--- src/rtl/supervisor_pkg.sv ---
// constants, carriers and state codes for the regulator fault supervisor
// assumes a single 125 MHz clock and comparator flags arriving as plain levels
package supervisor_pkg;
    localparam int CLK_MHZ = 125;
    // illegal code qualification time, least time rounded up to whole cycles
    localparam int CODE_QUAL_NS = 1300;
    localparam int CODE_QUAL_CYC = (CODE_QUAL_NS * CLK_MHZ + 999) / 1000;
    localparam logic [7:0] CODE_QUAL_CNT = 8'(CODE_QUAL_CYC);
    // phase timing clock is one enable pulse every PHASE_DIV_LAST + 1 (16) system cycles
    localparam logic [3:0] PHASE_DIV_LAST = 4'hF;
    localparam logic [3:0] OPEN_LOOP_LAST = 4'h7;
    localparam logic [5:0] CHAIN_FIRST_LIMIT = 6'h20;

    localparam logic [3:0] ADDR_CTRL = 4'h0;
    localparam logic [3:0] ADDR_STATUS = 4'h4;
    localparam logic [3:0] ADDR_PHASES = 4'h8;
    localparam int CTRL_FIVE_BIT = 0;
    localparam int CTRL_BOOT_BIT = 1;
    localparam logic [1:0] CTRL_RESET = 2'h0;
    localparam logic [1:0] RESP_OKAY = 2'h0;
    localparam logic [1:0] RESP_SLVERR = 2'h2;

    typedef struct packed {
        logic bias_above_94;
        logic bias_below_86;
        logic ea_high;
        logic en_low_8;
        logic en_high_8;
        logic en_low_5;
        logic en_high_5;
        logic hot_trip;
        logic out_in_reg;
        logic ramp_above_392;
        logic ramp_below_02;
        logic ov_over_dac;
        logic ov_over_fixed;
        logic dyn_change;
        logic diff_over_50;
        logic sense_amp_low;
        logic sense_pos_open;
        logic sense_neg_open;
    } comp_flags_t;

    typedef struct packed {
        logic power_good;
        logic thermal_alarm_pull;
        logic error_amp_clamp;
        logic ramp_charge;
        logic ramp_discharge;
        logic overvoltage_out;
        logic share_pullup;
        logic sense_test_pulse;
    } supervisor_out_t;

    typedef enum logic [2:0] {
        CH_LAUNCH = 3'b001,
        CH_WAIT   = 3'b010,
        CH_DEAD   = 3'b100
    } chain_state_t;
endpackage : supervisor_pkg

--- src/rtl/regulator_fault_supervisor.sv ---
// fault latches, power-good, overvoltage and daisy-chain checking
// assumes comparator flags, code pins and chain input are synchronous levels;
// aresetn stands for a bias-rail power cycle
//
// Overview of operation
// - rail above 94% clears, below 86% sets
// - illegal voltage codes set main fault latch
// - illegal code must persist 1.3us first
// - eight-bit boot mode code fault stays latched
// - power-good only after ramp above 3.92V
// - any fault latch drops power-good
// - power-good holds while output within 300mV
// - amplifier high 8 switching cycles sets fault
// - enable thresholds follow the code family
// - thermal alarm pulls low on trip
// - overvoltage raises output, latch, share pullup
// - overvoltage latch clears only by power cycle
// - power-up overvoltage uses fixed 1.73V threshold
// - pre-charged output: check after ramp 3.92V
// - dynamic change over 50mV uses fixed threshold
// - sense amp below 200mV injects test pulses
// - open sense line sets sticky latch
// - power-up chain pulse, 32 clocks, one retry
// - running chain pulse within phase count
// - measure return time as phase count
// - one phase switches at clock rate
// - fault latch clears after ramp discharge
//
// Chosen here: the AXI4-Lite register port and the address map.
module regulator_fault_supervisor
    import supervisor_pkg::*;
(
    // clock and reset
    input  wire logic                          aclk,
    input  wire logic                          aresetn,
    // register bus write
    input  wire logic [3:0]                    awaddr,
    input  wire logic                          awvalid,
    output      logic                          awready,
    input  wire logic [31:0]                   wdata,
    input  wire logic [3:0]                    wstrb,
    input  wire logic                          wvalid,
    output      logic                          wready,
    output      logic [1:0]                    bresp,
    output      logic                          bvalid,
    input  wire logic                          bready,
    // register bus read
    input  wire logic [3:0]                    araddr,
    input  wire logic                          arvalid,
    output      logic                          arready,
    output      logic [31:0]                   rdata,
    output      logic [1:0]                    rresp,
    output      logic                          rvalid,
    input  wire logic                          rready,
    // analog comparators and code pins
    input  wire supervisor_pkg::comp_flags_t   comp_flags,
    input  wire logic [7:0]                    voltage_code,
    // daisy chain
    input  wire logic                          chain_phase_input,
    output      logic                          chain_phase_output,
    output      logic                          phase_timing_clock_out,
    // supervisor pins
    output      supervisor_pkg::supervisor_out_t pins
);
    import supervisor_pkg::*;

    function automatic logic code_illegal(input logic [7:0] code, input logic five);
        if (five) begin
            return code[4:0] == 5'h1F;
        end
        return (code[7:1] == 7'h00) || (code[7:1] == 7'h7F);
    endfunction : code_illegal

    comp_flags_t  flags_meta;
    comp_flags_t  flags;
    logic         chain_meta;
    logic         chain_sync;
    logic         chain_prev;
    logic [1:0]   ctrl;
    logic [3:0]   div_cnt;
    logic         tick;
    logic [7:0]   qual_cnt;
    logic         code_bad;
    logic         code_fault_now;
    logic         code_sticky;
    logic [3:0]   loop_cnt;
    logic         loop_latch;
    logic         en_low;
    logic         en_high;
    logic         fault_set;
    logic         fault_latch;
    logic         ramp_seen;
    logic         use_fixed;
    logic         ov_trip;
    logic         ov_latch;
    logic         sense_latch;
    logic         chain_latch;
    logic         any_latch;
    chain_state_t chain_state;
    logic [5:0]   chain_cnt;
    logic [5:0]   phase_count;
    logic         learned;
    logic         missed_once;
    logic         chain_back;
    logic         launch;
    logic [5:0]   chain_limit;
    logic [3:0]   aw_addr;
    logic [7:0]   w_byte0;
    logic         w_strb0;
    logic         aw_full;
    logic         w_full;
    logic         do_write;
    logic [31:0]  read_word;
    logic         read_ok;

    // two-stage synchronisers, first stage read only by the second
    always_ff @(posedge aclk) begin
        flags_meta <= comp_flags;
        flags      <= flags_meta;
        chain_meta <= chain_phase_input;
        chain_sync <= chain_meta;
        chain_prev <= chain_sync;
    end

    // phase timing clock enable
    always_ff @(posedge aclk) begin
        if (!aresetn) begin
            div_cnt <= 4'h0;
            phase_timing_clock_out <= 1'b0;
        end else begin
            div_cnt <= div_cnt + 4'h1;
            phase_timing_clock_out <= tick;
        end
    end
    assign tick = div_cnt == PHASE_DIV_LAST;

    // illegal code qualification
    assign code_bad = code_illegal(voltage_code, ctrl[CTRL_FIVE_BIT]);
    assign code_fault_now = qual_cnt == CODE_QUAL_CNT;
    always_ff @(posedge aclk) begin
        if (!aresetn) begin
            qual_cnt <= 8'h00;
            code_sticky <= 1'b0;
        end else begin
            if (!code_bad) begin
                qual_cnt <= 8'h00;
            end else if (!code_fault_now) begin
                qual_cnt <= qual_cnt + 8'h01;
            end
            if (code_fault_now && !ctrl[CTRL_FIVE_BIT] && ctrl[CTRL_BOOT_BIT]) begin
                code_sticky <= 1'b1;
            end
        end
    end

    // open loop: amplifier high across consecutive switching cycles
    always_ff @(posedge aclk) begin
        if (!aresetn) begin
            loop_cnt <= 4'h0;
            loop_latch <= 1'b0;
        end else begin
            if (!flags.ea_high) begin
                loop_cnt <= 4'h0;
            end else if (launch && !loop_latch) begin
                if (loop_cnt == OPEN_LOOP_LAST) begin
                    loop_latch <= 1'b1;
                end
                loop_cnt <= loop_cnt + 4'h1;
            end
        end
    end

    // main fault latch
    assign en_low  = ctrl[CTRL_FIVE_BIT] ? flags.en_low_5 : flags.en_low_8;
    assign en_high = ctrl[CTRL_FIVE_BIT] ? flags.en_high_5 : flags.en_high_8;
    assign fault_set = flags.bias_below_86 | code_fault_now | code_sticky
                     | loop_latch | en_low;
    always_ff @(posedge aclk) begin
        if (!aresetn) begin
            fault_latch <= 1'b1;
        end else if (fault_set) begin
            fault_latch <= 1'b1;
        end else if (flags.ramp_below_02 && flags.bias_above_94 && en_high) begin
            fault_latch <= 1'b0;
        end
    end

    // overvoltage: fixed threshold until the first ramp completion
    assign use_fixed = !ramp_seen || (flags.dyn_change && flags.diff_over_50);
    assign ov_trip = use_fixed ? flags.ov_over_fixed : flags.ov_over_dac;
    always_ff @(posedge aclk) begin
        if (!aresetn) begin
            ramp_seen <= 1'b0;
            ov_latch <= 1'b0;
        end else begin
            if (flags.ramp_above_392 && !fault_latch) begin
                ramp_seen <= 1'b1;
            end
            if (ov_trip) begin
                ov_latch <= 1'b1;
            end
        end
    end

    // open sense lines, checked only while test pulses are applied
    always_ff @(posedge aclk) begin
        if (!aresetn) begin
            sense_latch <= 1'b0;
        end else if (pins.sense_test_pulse
                     && (flags.sense_pos_open || flags.sense_neg_open)) begin
            sense_latch <= 1'b1;
        end
    end

    // daisy chain: the returning pulse relaunches, so the ring period is
    // the phase count and a single phase runs at the timing clock rate
    assign chain_back = chain_sync && !chain_prev;
    assign chain_limit = learned ? phase_count : CHAIN_FIRST_LIMIT;
    assign launch = tick && (chain_state == CH_LAUNCH);
    always_ff @(posedge aclk) begin
        if (!aresetn) begin
            chain_state <= CH_LAUNCH;
            chain_cnt <= 6'h00;
            phase_count <= 6'h00;
            learned <= 1'b0;
            missed_once <= 1'b0;
            chain_latch <= 1'b0;
            chain_phase_output <= 1'b0;
        end else begin
            unique case (chain_state)
                CH_LAUNCH: begin
                    if (tick) begin
                        chain_phase_output <= 1'b1;
                        chain_cnt <= 6'h00;
                        chain_state <= CH_WAIT;
                    end
                end
                CH_WAIT: begin
                    if (tick) begin
                        chain_phase_output <= 1'b0;
                    end
                    if (chain_back) begin
                        // end the pulse so a one-phase relaunch shows a fresh edge
                        chain_phase_output <= 1'b0;
                        if (!learned) begin
                            phase_count <= chain_cnt + 6'h01;
                        end
                        learned <= 1'b1;
                        missed_once <= 1'b0;
                        chain_state <= CH_LAUNCH;
                    end else if (tick) begin
                        if (chain_cnt + 6'h01 >= chain_limit) begin
                            missed_once <= 1'b1;
                            if (missed_once) begin
                                chain_latch <= 1'b1;
                                chain_state <= CH_DEAD;
                            end else begin
                                chain_state <= CH_LAUNCH;
                            end
                        end else begin
                            chain_cnt <= chain_cnt + 6'h01;
                        end
                    end
                end
                CH_DEAD: begin
                    chain_phase_output <= 1'b0;
                end
            endcase
        end
    end

    // pin drivers, all registered
    assign any_latch = fault_latch | ov_latch | sense_latch | chain_latch;
    always_ff @(posedge aclk) begin
        if (!aresetn) begin
            pins <= '0;
        end else begin
            pins.power_good <= !any_latch && !ov_trip && ramp_seen && flags.ramp_above_392
                               && flags.out_in_reg;
            pins.thermal_alarm_pull <= flags.hot_trip;
            pins.error_amp_clamp <= any_latch;
            pins.ramp_discharge <= any_latch;
            pins.ramp_charge <= !any_latch && en_high;
            pins.overvoltage_out <= ov_latch;
            pins.share_pullup <= ov_latch;
            pins.sense_test_pulse <= flags.sense_amp_low;
        end
    end

    // register bus write side
    assign do_write = aw_full && w_full && !bvalid;
    always_ff @(posedge aclk) begin
        if (!aresetn) begin
            awready <= 1'b0;
            wready <= 1'b0;
            aw_full <= 1'b0;
            w_full <= 1'b0;
            aw_addr <= 4'h0;
            w_byte0 <= 8'h00;
            w_strb0 <= 1'b0;
            bvalid <= 1'b0;
            bresp <= RESP_OKAY;
            ctrl <= CTRL_RESET;
        end else begin
            if (awvalid && awready) begin
                aw_addr <= awaddr;
                aw_full <= 1'b1;
                awready <= 1'b0;
            end else if (!aw_full && !bvalid) begin
                awready <= 1'b1;
            end
            if (wvalid && wready) begin
                w_byte0 <= wdata[7:0];
                w_strb0 <= wstrb[0];
                w_full <= 1'b1;
                wready <= 1'b0;
            end else if (!w_full && !bvalid) begin
                wready <= 1'b1;
            end
            if (do_write) begin
                aw_full <= 1'b0;
                w_full <= 1'b0;
                bvalid <= 1'b1;
                if (aw_addr == ADDR_CTRL || aw_addr == ADDR_STATUS
                    || aw_addr == ADDR_PHASES) begin
                    bresp <= RESP_OKAY;
                end else begin
                    bresp <= RESP_SLVERR;
                end
                if (aw_addr == ADDR_CTRL && w_strb0) begin
                    ctrl <= w_byte0[1:0];
                end
            end else if (bvalid && bready) begin
                bvalid <= 1'b0;
            end
        end
    end

    // register bus read side, status shows the latches
    always_comb begin
        read_word = 32'h0000_0000;
        read_ok = 1'b1;
        unique case (araddr)
            ADDR_CTRL:   read_word[1:0] = ctrl;
            ADDR_STATUS: read_word[7:0] = {loop_latch, code_sticky, pins.thermal_alarm_pull,
                                           pins.power_good, chain_latch, sense_latch,
                                           ov_latch, fault_latch};
            ADDR_PHASES: read_word[5:0] = phase_count;
            default:     read_ok = 1'b0;
        endcase
    end

    always_ff @(posedge aclk) begin
        if (!aresetn) begin
            arready <= 1'b0;
            rvalid <= 1'b0;
            rdata <= 32'h0000_0000;
            rresp <= RESP_OKAY;
        end else if (arvalid && arready) begin
            arready <= 1'b0;
            rvalid <= 1'b1;
            rdata <= read_word;
            rresp <= read_ok ? RESP_OKAY : RESP_SLVERR;
        end else if (rvalid && rready) begin
            rvalid <= 1'b0;
        end else if (!rvalid) begin
            arready <= 1'b1;
        end
    end
endmodule : regulator_fault_supervisor

--- config.mk ---
export PLATFORM = sky130hd
export DESIGN_NAME = regulator_fault_supervisor
export DESIGN_NICKNAME = d
export VERILOG_FILES = /design/src/rtl/supervisor_pkg.sv /design/src/rtl/regulator_fault_supervisor.sv
export SDC_FILE = /design/constraint.sdc
export NUM_CORES = 1
export LEC_CHECK = 0
export CAP_MARGIN = 10
export CORE_ASPECT_RATIO = 0.9
export CORE_MARGIN = 3
export CORE_UTILIZATION = 30
export CTS_CLUSTER_SIZE = 20
export DETAILED_ROUTE_END_ITERATION = 8
export DONT_BUFFER_PORTS = 1
export GPL_TIMING_DRIVEN = 0
export SYNTH_ARGS = -nofsm -noshare
export SYNTH_HDL_FRONTEND = slang
export SYNTH_SLANG_ARGS = --single-unit
export TNS_END_PERCENT = 5
--- constraint.sdc ---
create_clock -name aclk -period 5.4 [get_ports aclk]
set_input_delay 1.08 -clock aclk [delete_from_list [all_inputs] [get_ports aclk]]
set_output_delay 1.08 -clock aclk [all_outputs]
set_load 0.02 [all_outputs]
==> impl_metrics.csv, run 1 <==
group,metric,value,unit
place,place.gp.congestion,0.7878,
clocking,clock_latency,0.41,ns
run_status,status,"completed",
logic_synthesis,yosys_warnings,0,
place,pre_cts_ws,2.906,ns
logic_synthesis,synth_area_leaders,"dfxtp_1 53%, buf_4 4.9%, nor2_1 4.8%",
grt,antenna_found_initial,0,
clocking,ctsResizeCount,0,
place,dp_hpwl,6.812,mm
sta,max_freq,398.6,MHz
route,via_count,3107,
sta,timing.hold.ws,0.3229,ns
power,pwr-share-comb,3.9,%
clocking,cts_buffers,17,
power,p_int,0.001537,W
sta,finClkSkew,0.006301,ns
setup_path,path_buf_inv,1,
clocking,post-cts-setup-buffers,0,
cells_and_area,final_area,0.005192,mm^2
route,ant_nets,0,
floorplanning,rows,40,
setup_path,arrival,2.84,ns
route,first_pass_iters,4,
cells_and_area,mostFrequentLayoutCells,"113 x dfxtp_1, 55 x nor2_1, 38 x nand2_1, 28 x buf_4, 26 x conb_1",
floorplanning,die_w,132.0,um
logic_synthesis,synth.yosys.seq_area_share,52.74,%
route,viasPerCell,4.569,
power,p_switching,0.0004923,W
logic_synthesis,netlist.area_leader.share,52.74,%
sta,max_slew.worst_pin.slew,1.095,ns
clocking,ctsHoldBuffers,0,
logic_synthesis,synth_cell_type_count,55,
route,drc,0,
power,powerDensity,390.9,mW/mm^2
logic_synthesis,synth_cells,434,
setup_path,critical_path_class,"register to register",
sta,finalCriticalPeriod,2.509,ns
clocking,clk_pin_slew,0.06,ns
logic_synthesis,synth.avg_cell_area,9.883,um^2
setup_path,path_depth,8,
sta,setup_ws,2.891,ns
sta,fin_tns_setup,0,ns
power,p_leak,2.075,nW
setup_path,critical_path.max_fanout,6,
cells_and_area,n_fill_cell,1385,
grt,grt_max_degree,17,
setup_path,worst_path_max_delay_cell,"a211oi_4",
grt,grt_overflow,0,
logic_synthesis,syn_area,0.004289,mm^2
sta,finalMaxSlewViolations,0,
setup_path,critPathTopFamily,"compound AO/OA/AOI/OAI gates",
floorplanning,start_util,31.39,%
setup_path,r2r_start,"chain_cnt[0]$_SDFFE_PN0P_",
sta,rsz0062_at_grt,"no",
sta,final-hold-violation-count,0,
power,ir_worst_vdd,0.2403,mV
power,p_seq_share,43.6,%
logic_synthesis,synth_edf_count,0,
flow_run,max_cap_violations,0,
cells_and_area,synthToLayoutAreaGrowth,21.06,%
place,io_buffer_count,0,
setup_path,worstPathRequired,5.73,ns
setup_path,critPathMaxStageDelay,0.43,ns
setup_path,reg2reg_slack,2.89,ns
route,wl_per_cell,13.60,um
sta,setup_viol_count_final,0,
sta,period_share,46.46,%
place,dpl_cell_area,0.004619,mm^2
floorplanning,die_area,0.01577,mm^2
setup_path,cp-startpoint,"chain_cnt[0]$_SDFFE_PN0P_",
logic_synthesis,ys.flop_type,"dfxtp_1",
sta,slew_headroom,26.43,%
clocking,cts_sinks,113,
worst_hold_path,hp-class,"register to register",
setup_path,endpoint_kind,"register",
cells_and_area,final_common_cell,"dfxtp_1",
setup_path,cp_common_cell,"ha_1",
grt,grt_pass1_wl,15.17,mm
setup_path,crit_path_cell_trace,"ha_1 -> xnor2_1 -> inv_1 -> ha_1 -> a2111oi_2 -> o31ai_2 -> a211oi_4 -> mux2i_1",
clocking,htreeDepth,4,
floorplanning,fp.dieH,119.4,um
setup_path,worstSetupStartpointType,"register",
logic_synthesis,ys_seq_elements,113,
setup_path,r2r_cells,8,
cells_and_area,num-nets-final,565,
clocking,cts_root_buf,"clkbuf_16",
power,p_clk_share,52.5,%
cells_and_area,drive_gt1_share,16.70,%
setup_path,rr_endpoint,"chain_cnt[5]$_SDFFE_PN0P_",
grt,grt_usage,12.40,%
route,first_iter_violations,211,
clocking,cts_buffer_depth,2,
cells_and_area,antennaDiodeCount,0,
route,drt_wl_total,9.248,mm
logic_synthesis,synth-async-reset-ratio,0,%
clocking,cts_tree,"done",
grt,first_global_vias,2969,
setup_path,critPathCapture,"chain_cnt[5]$_SDFFE_PN0P_",
power,switching_share,24.26,%
logic_synthesis,yosysTopAreaCell,"dfxtp_1",
floorplanning,io_pins,129,
floorplanning,core_area,0.01366,mm^2
-- sequential cells by signal, indices dropped and copies added, names as in the netlist, 2 cells and up --
signal	count
pins	6
flags_meta	18
chain_state	3
w_byte0	2
phase_count	6
chain_cnt	6
aw_addr	4
rdata	8
ctrl	2
div_cnt	4
qual_cnt	8
flags	18
loop_cnt	4
-- worst register-to-register path: stages, from the launching register on --
cell	delay (ns)
dfxtp_1	0.38
ha_1	0.25
xnor2_1	0.28
inv_1	0.08
ha_1	0.23
a2111oi_2	0.36
o31ai_2	0.17
a211oi_4	0.43
mux2i_1	0.24
-- kinds of logic (layout without fill, tap and decap cells) --
| family | count (synthesis) | after routing | share of synthesized area [%] |
|---|---|---|---|
| and+or+nand+nor | 160 | 160 | 18.35 |
| DFF | 113 | 113 | 52.74 |
| AOI/OAI and AO/OA | 66 | 66 | 11.06 |
| buffers and inverters | 51 | 83 | 7.613 |
| muxes | 18 | 18 | 4.259 |
| xor gates and xnor gates | 16 | 16 | 3.267 |
| adders and majority gates | 9 | 9 | 2.625 |
| other | 1 | 26 | 0.08743 |
-- power groups by stage --
stage / combinational (W) / sequential (W) / clock (W)
global placement: 0.0000791 / 0.000901 / 0
detailed placement: 0.0000798 / 0.000902 / 0
CTS: 0.0000800 / 0.000884 / 0.00109
global route: 0.0000889 / 0.000888 / 0.00113
finish: 0.0000800 / 0.000884 / 0.00107
floorplan: 0.0000678 / 0.000897 / 0
-- Yosys cell counts (2+ instances only) --
library cell  count
dfxtp_1         113
nor2_1           55
nand2_1          38
buf_4            28
a21oi_1          21
nand3_1          20
mux2i_1          16
nor3_1           11
ha_1              9
inv_1             9
xnor2_1           9
xor2_1            7
a22oi_1           6
and2_1            6
a211oi_1          5
o21ai_0           5
a22o_1            4
buf_2             4
clkbuf_1          4
nand2b_1          4
o21a_1            4
a31oi_1           3
and3_1            3
buf_1             3
nand4_1           3
nor2b_1           3
nor4_1            3
o32ai_1           3
a2bb2oi_1         2
a32o_1            2
a32oi_1           2
buf_6             2
mux2_2            2
nand3b_1          2
o22ai_1           2
or3b_1            2
-- worst min path at each step --
stage	from	endpoint	slack (ns)	cells after the start
6_report	flags_meta[1]$_DFF_P_	flags[1]$_DFF_P_	0.32	0
5_1_grt	flags_meta[7]$_DFF_P_	flags[7]$_DFF_P_	0.33	0
4_1_cts	chain_meta$_DFF_P_	chain_sync$_DFF_P_	0.33	0
3_5_place_dp	flags_meta[4]$_DFF_P_	flags[4]$_DFF_P_	0.31	0
3_3_place_gp	flags_meta[9]$_DFF_P_	flags[9]$_DFF_P_	0.31	0
2_1_floorplan	chain_meta$_DFF_P_	chain_sync$_DFF_P_	0.31	0
-- cell type report --
class,instances,area (um^2),share of cell area [%]
inverter,9,33.78,0.6506
clock inverter,15,147.6,2.843
buffer,42,292.8,5.639
clock buffer,17,425.4,8.193
sequential,113,2262,43.57
tap,189,236.5,4.554
multi-input combinational,295,1794,34.55
-- stage by stage --
step / util [%] / std cells / total power, W
4_1_cts: 38.00 / 680 / 0.002055
5_1_grt: 38.00 / 680 / 0.002109
3_3_place_gp: 33.81 / 648 / 0.0009805
6_report: 38.00 / 680 / 0.002030
3_5_place_dp: 33.81 / 648 / 0.0009821
2_1_floorplan: - / 459 / 0.0009650
-- metal layers --
layer / up-vias / global-route usage [%] / routed length, um
li1: 1545 / - / -
met1: 1438 / 15.15 / 4187
met2: 115 / 18.14 / 3925
met3: 9 / 7.306 / 1027
met4: 0 / 4.134 / 107
met5: - / 0 / 0
Power figures use the tool's default switching activity.
==> run 2, diff against run 1 <==
==> constraint.sdc (replaced) <==
create_clock -name aclk -period 2.55 [get_ports aclk]
set_input_delay 0.51 -clock aclk [delete_from_list [all_inputs] [get_ports aclk]]
set_output_delay 0.51 -clock aclk [all_outputs]
set_load 0.02 [all_outputs]
==> impl_metrics.csv, run 2 (synthesis gave the netlist of run 1 again) <==
group,metric,value,unit
run_status,status,"completed",
worst_hold_path,hold-path-endpoint,"flags_meta[11]$_DFF_P_",
place,dp_hpwl,6.812,mm
power,p_leak,2.075,nW
grt,first_global_vias,2969,
setup_path,r2r_start,"chain_cnt[0]$_SDFFE_PN0P_",
grt,grt_pass1_wl,15.17,mm
grt,grt_usage,12.40,%
clocking,ctsResizeCount,0,
power,ir_worst_vdd,0.5097,mV
place,place.gp.congestion,0.7878,
route,first_iter_violations,207,
clocking,cts_tree,"done",
route,drt_wl_total,9.295,mm
clocking,cts_buffers,17,
floorplanning,core_area,0.01366,mm^2
floorplanning,start_util,31.39,%
sta,rsz0062_at_grt,"yes",
cells_and_area,antennaDiodeCount,0,
setup_path,critical_path.max_fanout,6,
sta,final-hold-violation-count,0,
power,power,0.004298,W
sta,finalMaxSlewViolations,0,
route,via_count,3095,
floorplanning,io_pins,129,
sta,finalCriticalPeriod,2.434,ns
clocking,post-cts-setup-buffers,0,
route,first_pass_iters,5,
sta,max_freq,410.9,MHz
route,drc,0,
clocking,cts_root_buf,"clkbuf_16",
cells_and_area,reg_top3,"flags x18, flags_meta x18",
clocking,htreeDepth,4,
floorplanning,fp.dieH,119.4,um
setup_path,worstPathRequired,2.88,ns
cells_and_area,final_area,0.005202,mm^2
floorplanning,die_area,0.01577,mm^2
cells_and_area,mostFrequentLayoutCells,"113 x dfxtp_1, 55 x nor2_1, 38 x nand2_1, 28 x buf_4, 26 x conb_1",
setup_path,reg2reg_slack,0.12,ns
setup_path,worstSetupStartpointType,"register",
power,powerDensity,826.1,mW/mm^2
sta,setup_viol_count_final,0,
floorplanning,die_w,132.0,um
clocking,clock_latency,0.41,ns
worst_hold_path,hp-class,"input port to register",
route,viasPerCell,4.551,
clocking,cts_sinks,113,
clocking,ctsHoldBuffers,0,
cells_and_area,num-nets-final,565,
grt,grt_overflow,0,
sta,finClkSkew,0.006165,ns
route,wl_per_cell,13.67,um
place,io_buffer_count,0,
sta,timing.hold.ws,0.1186,ns
setup_path,r2r_cells,8,
floorplanning,rows,40,
cells_and_area,final_util,38.08,%
grt,grt_max_degree,17,
clocking,cts_buffer_depth,2,
sta,period_share,95.43,%
setup_path,rr_endpoint,"chain_cnt[5]$_SDFFE_PN0P_",
flow_run,max_cap_violations,0,
cells_and_area,synthToLayoutAreaGrowth,21.30,%
setup_path,critical_path_class,"register to register",
route,ant_nets,0,
worst_hold_path,hold_depth,0,
grt,antenna_found_initial,0,
cells_and_area,final_common_cell,"dfxtp_1",
worst_hold_path,hold_start,"comp_flags[11]",
clocking,clk_pin_slew,0.06,ns
setup_path,endpoint_kind,"register",
sta,slew_headroom,27.14,%
setup_path,arrival,2.77,ns
cells_and_area,drive_gt1_share,16.90,%
sta,max_slew.worst_pin.slew,1.085,ns
place,dpl_cell_area,0.004619,mm^2
run 2: cell count changes in the layout (fill, tap and decap cells not counted), sizes merged:
cell    before  now
buf         37   36
clkbuf      22   23
run 2: worst max-delay path, stage by stage, from the launching register on:
cell,delay (ns)
dfxtp_1,0.46
ha_1,0.25
xnor2_2,0.15
inv_1,0.07
ha_1,0.23
a2111oi_2,0.36
o31ai_2,0.17
a211oi_4,0.42
mux2i_1,0.24
run 2: worst max-delay path by stage:
stage	start	to	slack [ns]	depth (start not counted)
after global routing	chain_cnt[0]$_SDFFE_PN0P_	chain_state[1]$_SDFFE_PN0P_	-0.06	9
after floorplan	learned$_SDFFE_PN0P_	chain_cnt[0]$_SDFFE_PN0P_	0.35	8
after CTS	chain_cnt[0]$_SDFFE_PN0P_	chain_cnt[5]$_SDFFE_PN0P_	0.02	8
after detailed placement	chain_cnt[0]$_SDFFE_PN0P_	chain_cnt[5]$_SDFFE_PN0P_	0.06	8
after global placement	chain_cnt[0]$_SDFFE_PN0P_	chain_cnt[2]$_SDFFE_PN0P_	0.07	8
final	chain_cnt[0]$_SDFFE_PN0P_	chain_cnt[5]$_SDFFE_PN0P_	0.12	8
run 2: routing by layer:
layer  wire (um)  vias to the layer above  GRT usage, %
li1            -                     1542             -
met1        4213                     1437         15.15
met2        3963                      107         18.14
met3        1010                        9         7.306
met4         107                        0         4.134
met5           0                        -             0
run 2: layout make-up:
| cell class | instances | area, um^2 |
|---|---|---|
| buffer | 42 | 295.3 |
| clock buffer | 17 | 425.4 |
| clock inverter | 15 | 147.6 |
| fill | 1384 | 8461 |
| inverter | 9 | 33.78 |
| multi-input combinational | 295 | 1802 |
| sequential | 113 | 2262 |
| tap | 189 | 236.5 |
run 2: through the flow:
stage               worst slack (ns)  instances  setup TNS, ns
finish                        0.1164        680              0
global route                -0.06198        680        -0.2327
CTS                          0.01526        680              0
detailed placement           0.05630        648              0
global placement             0.06501        648              0
floorplan                     0.3473        459              0
run 2: where the power goes:
group | leakage [nW] | internal (W) | switching [W]
sequential | 0.930 | 0.00183 | 0.0000461
clock | 0.285 | 0.00136 | 0.000892
combinational | 0.860 | 0.0000643 | 0.000105
total | 2.07 | 0.00326 | 0.00104
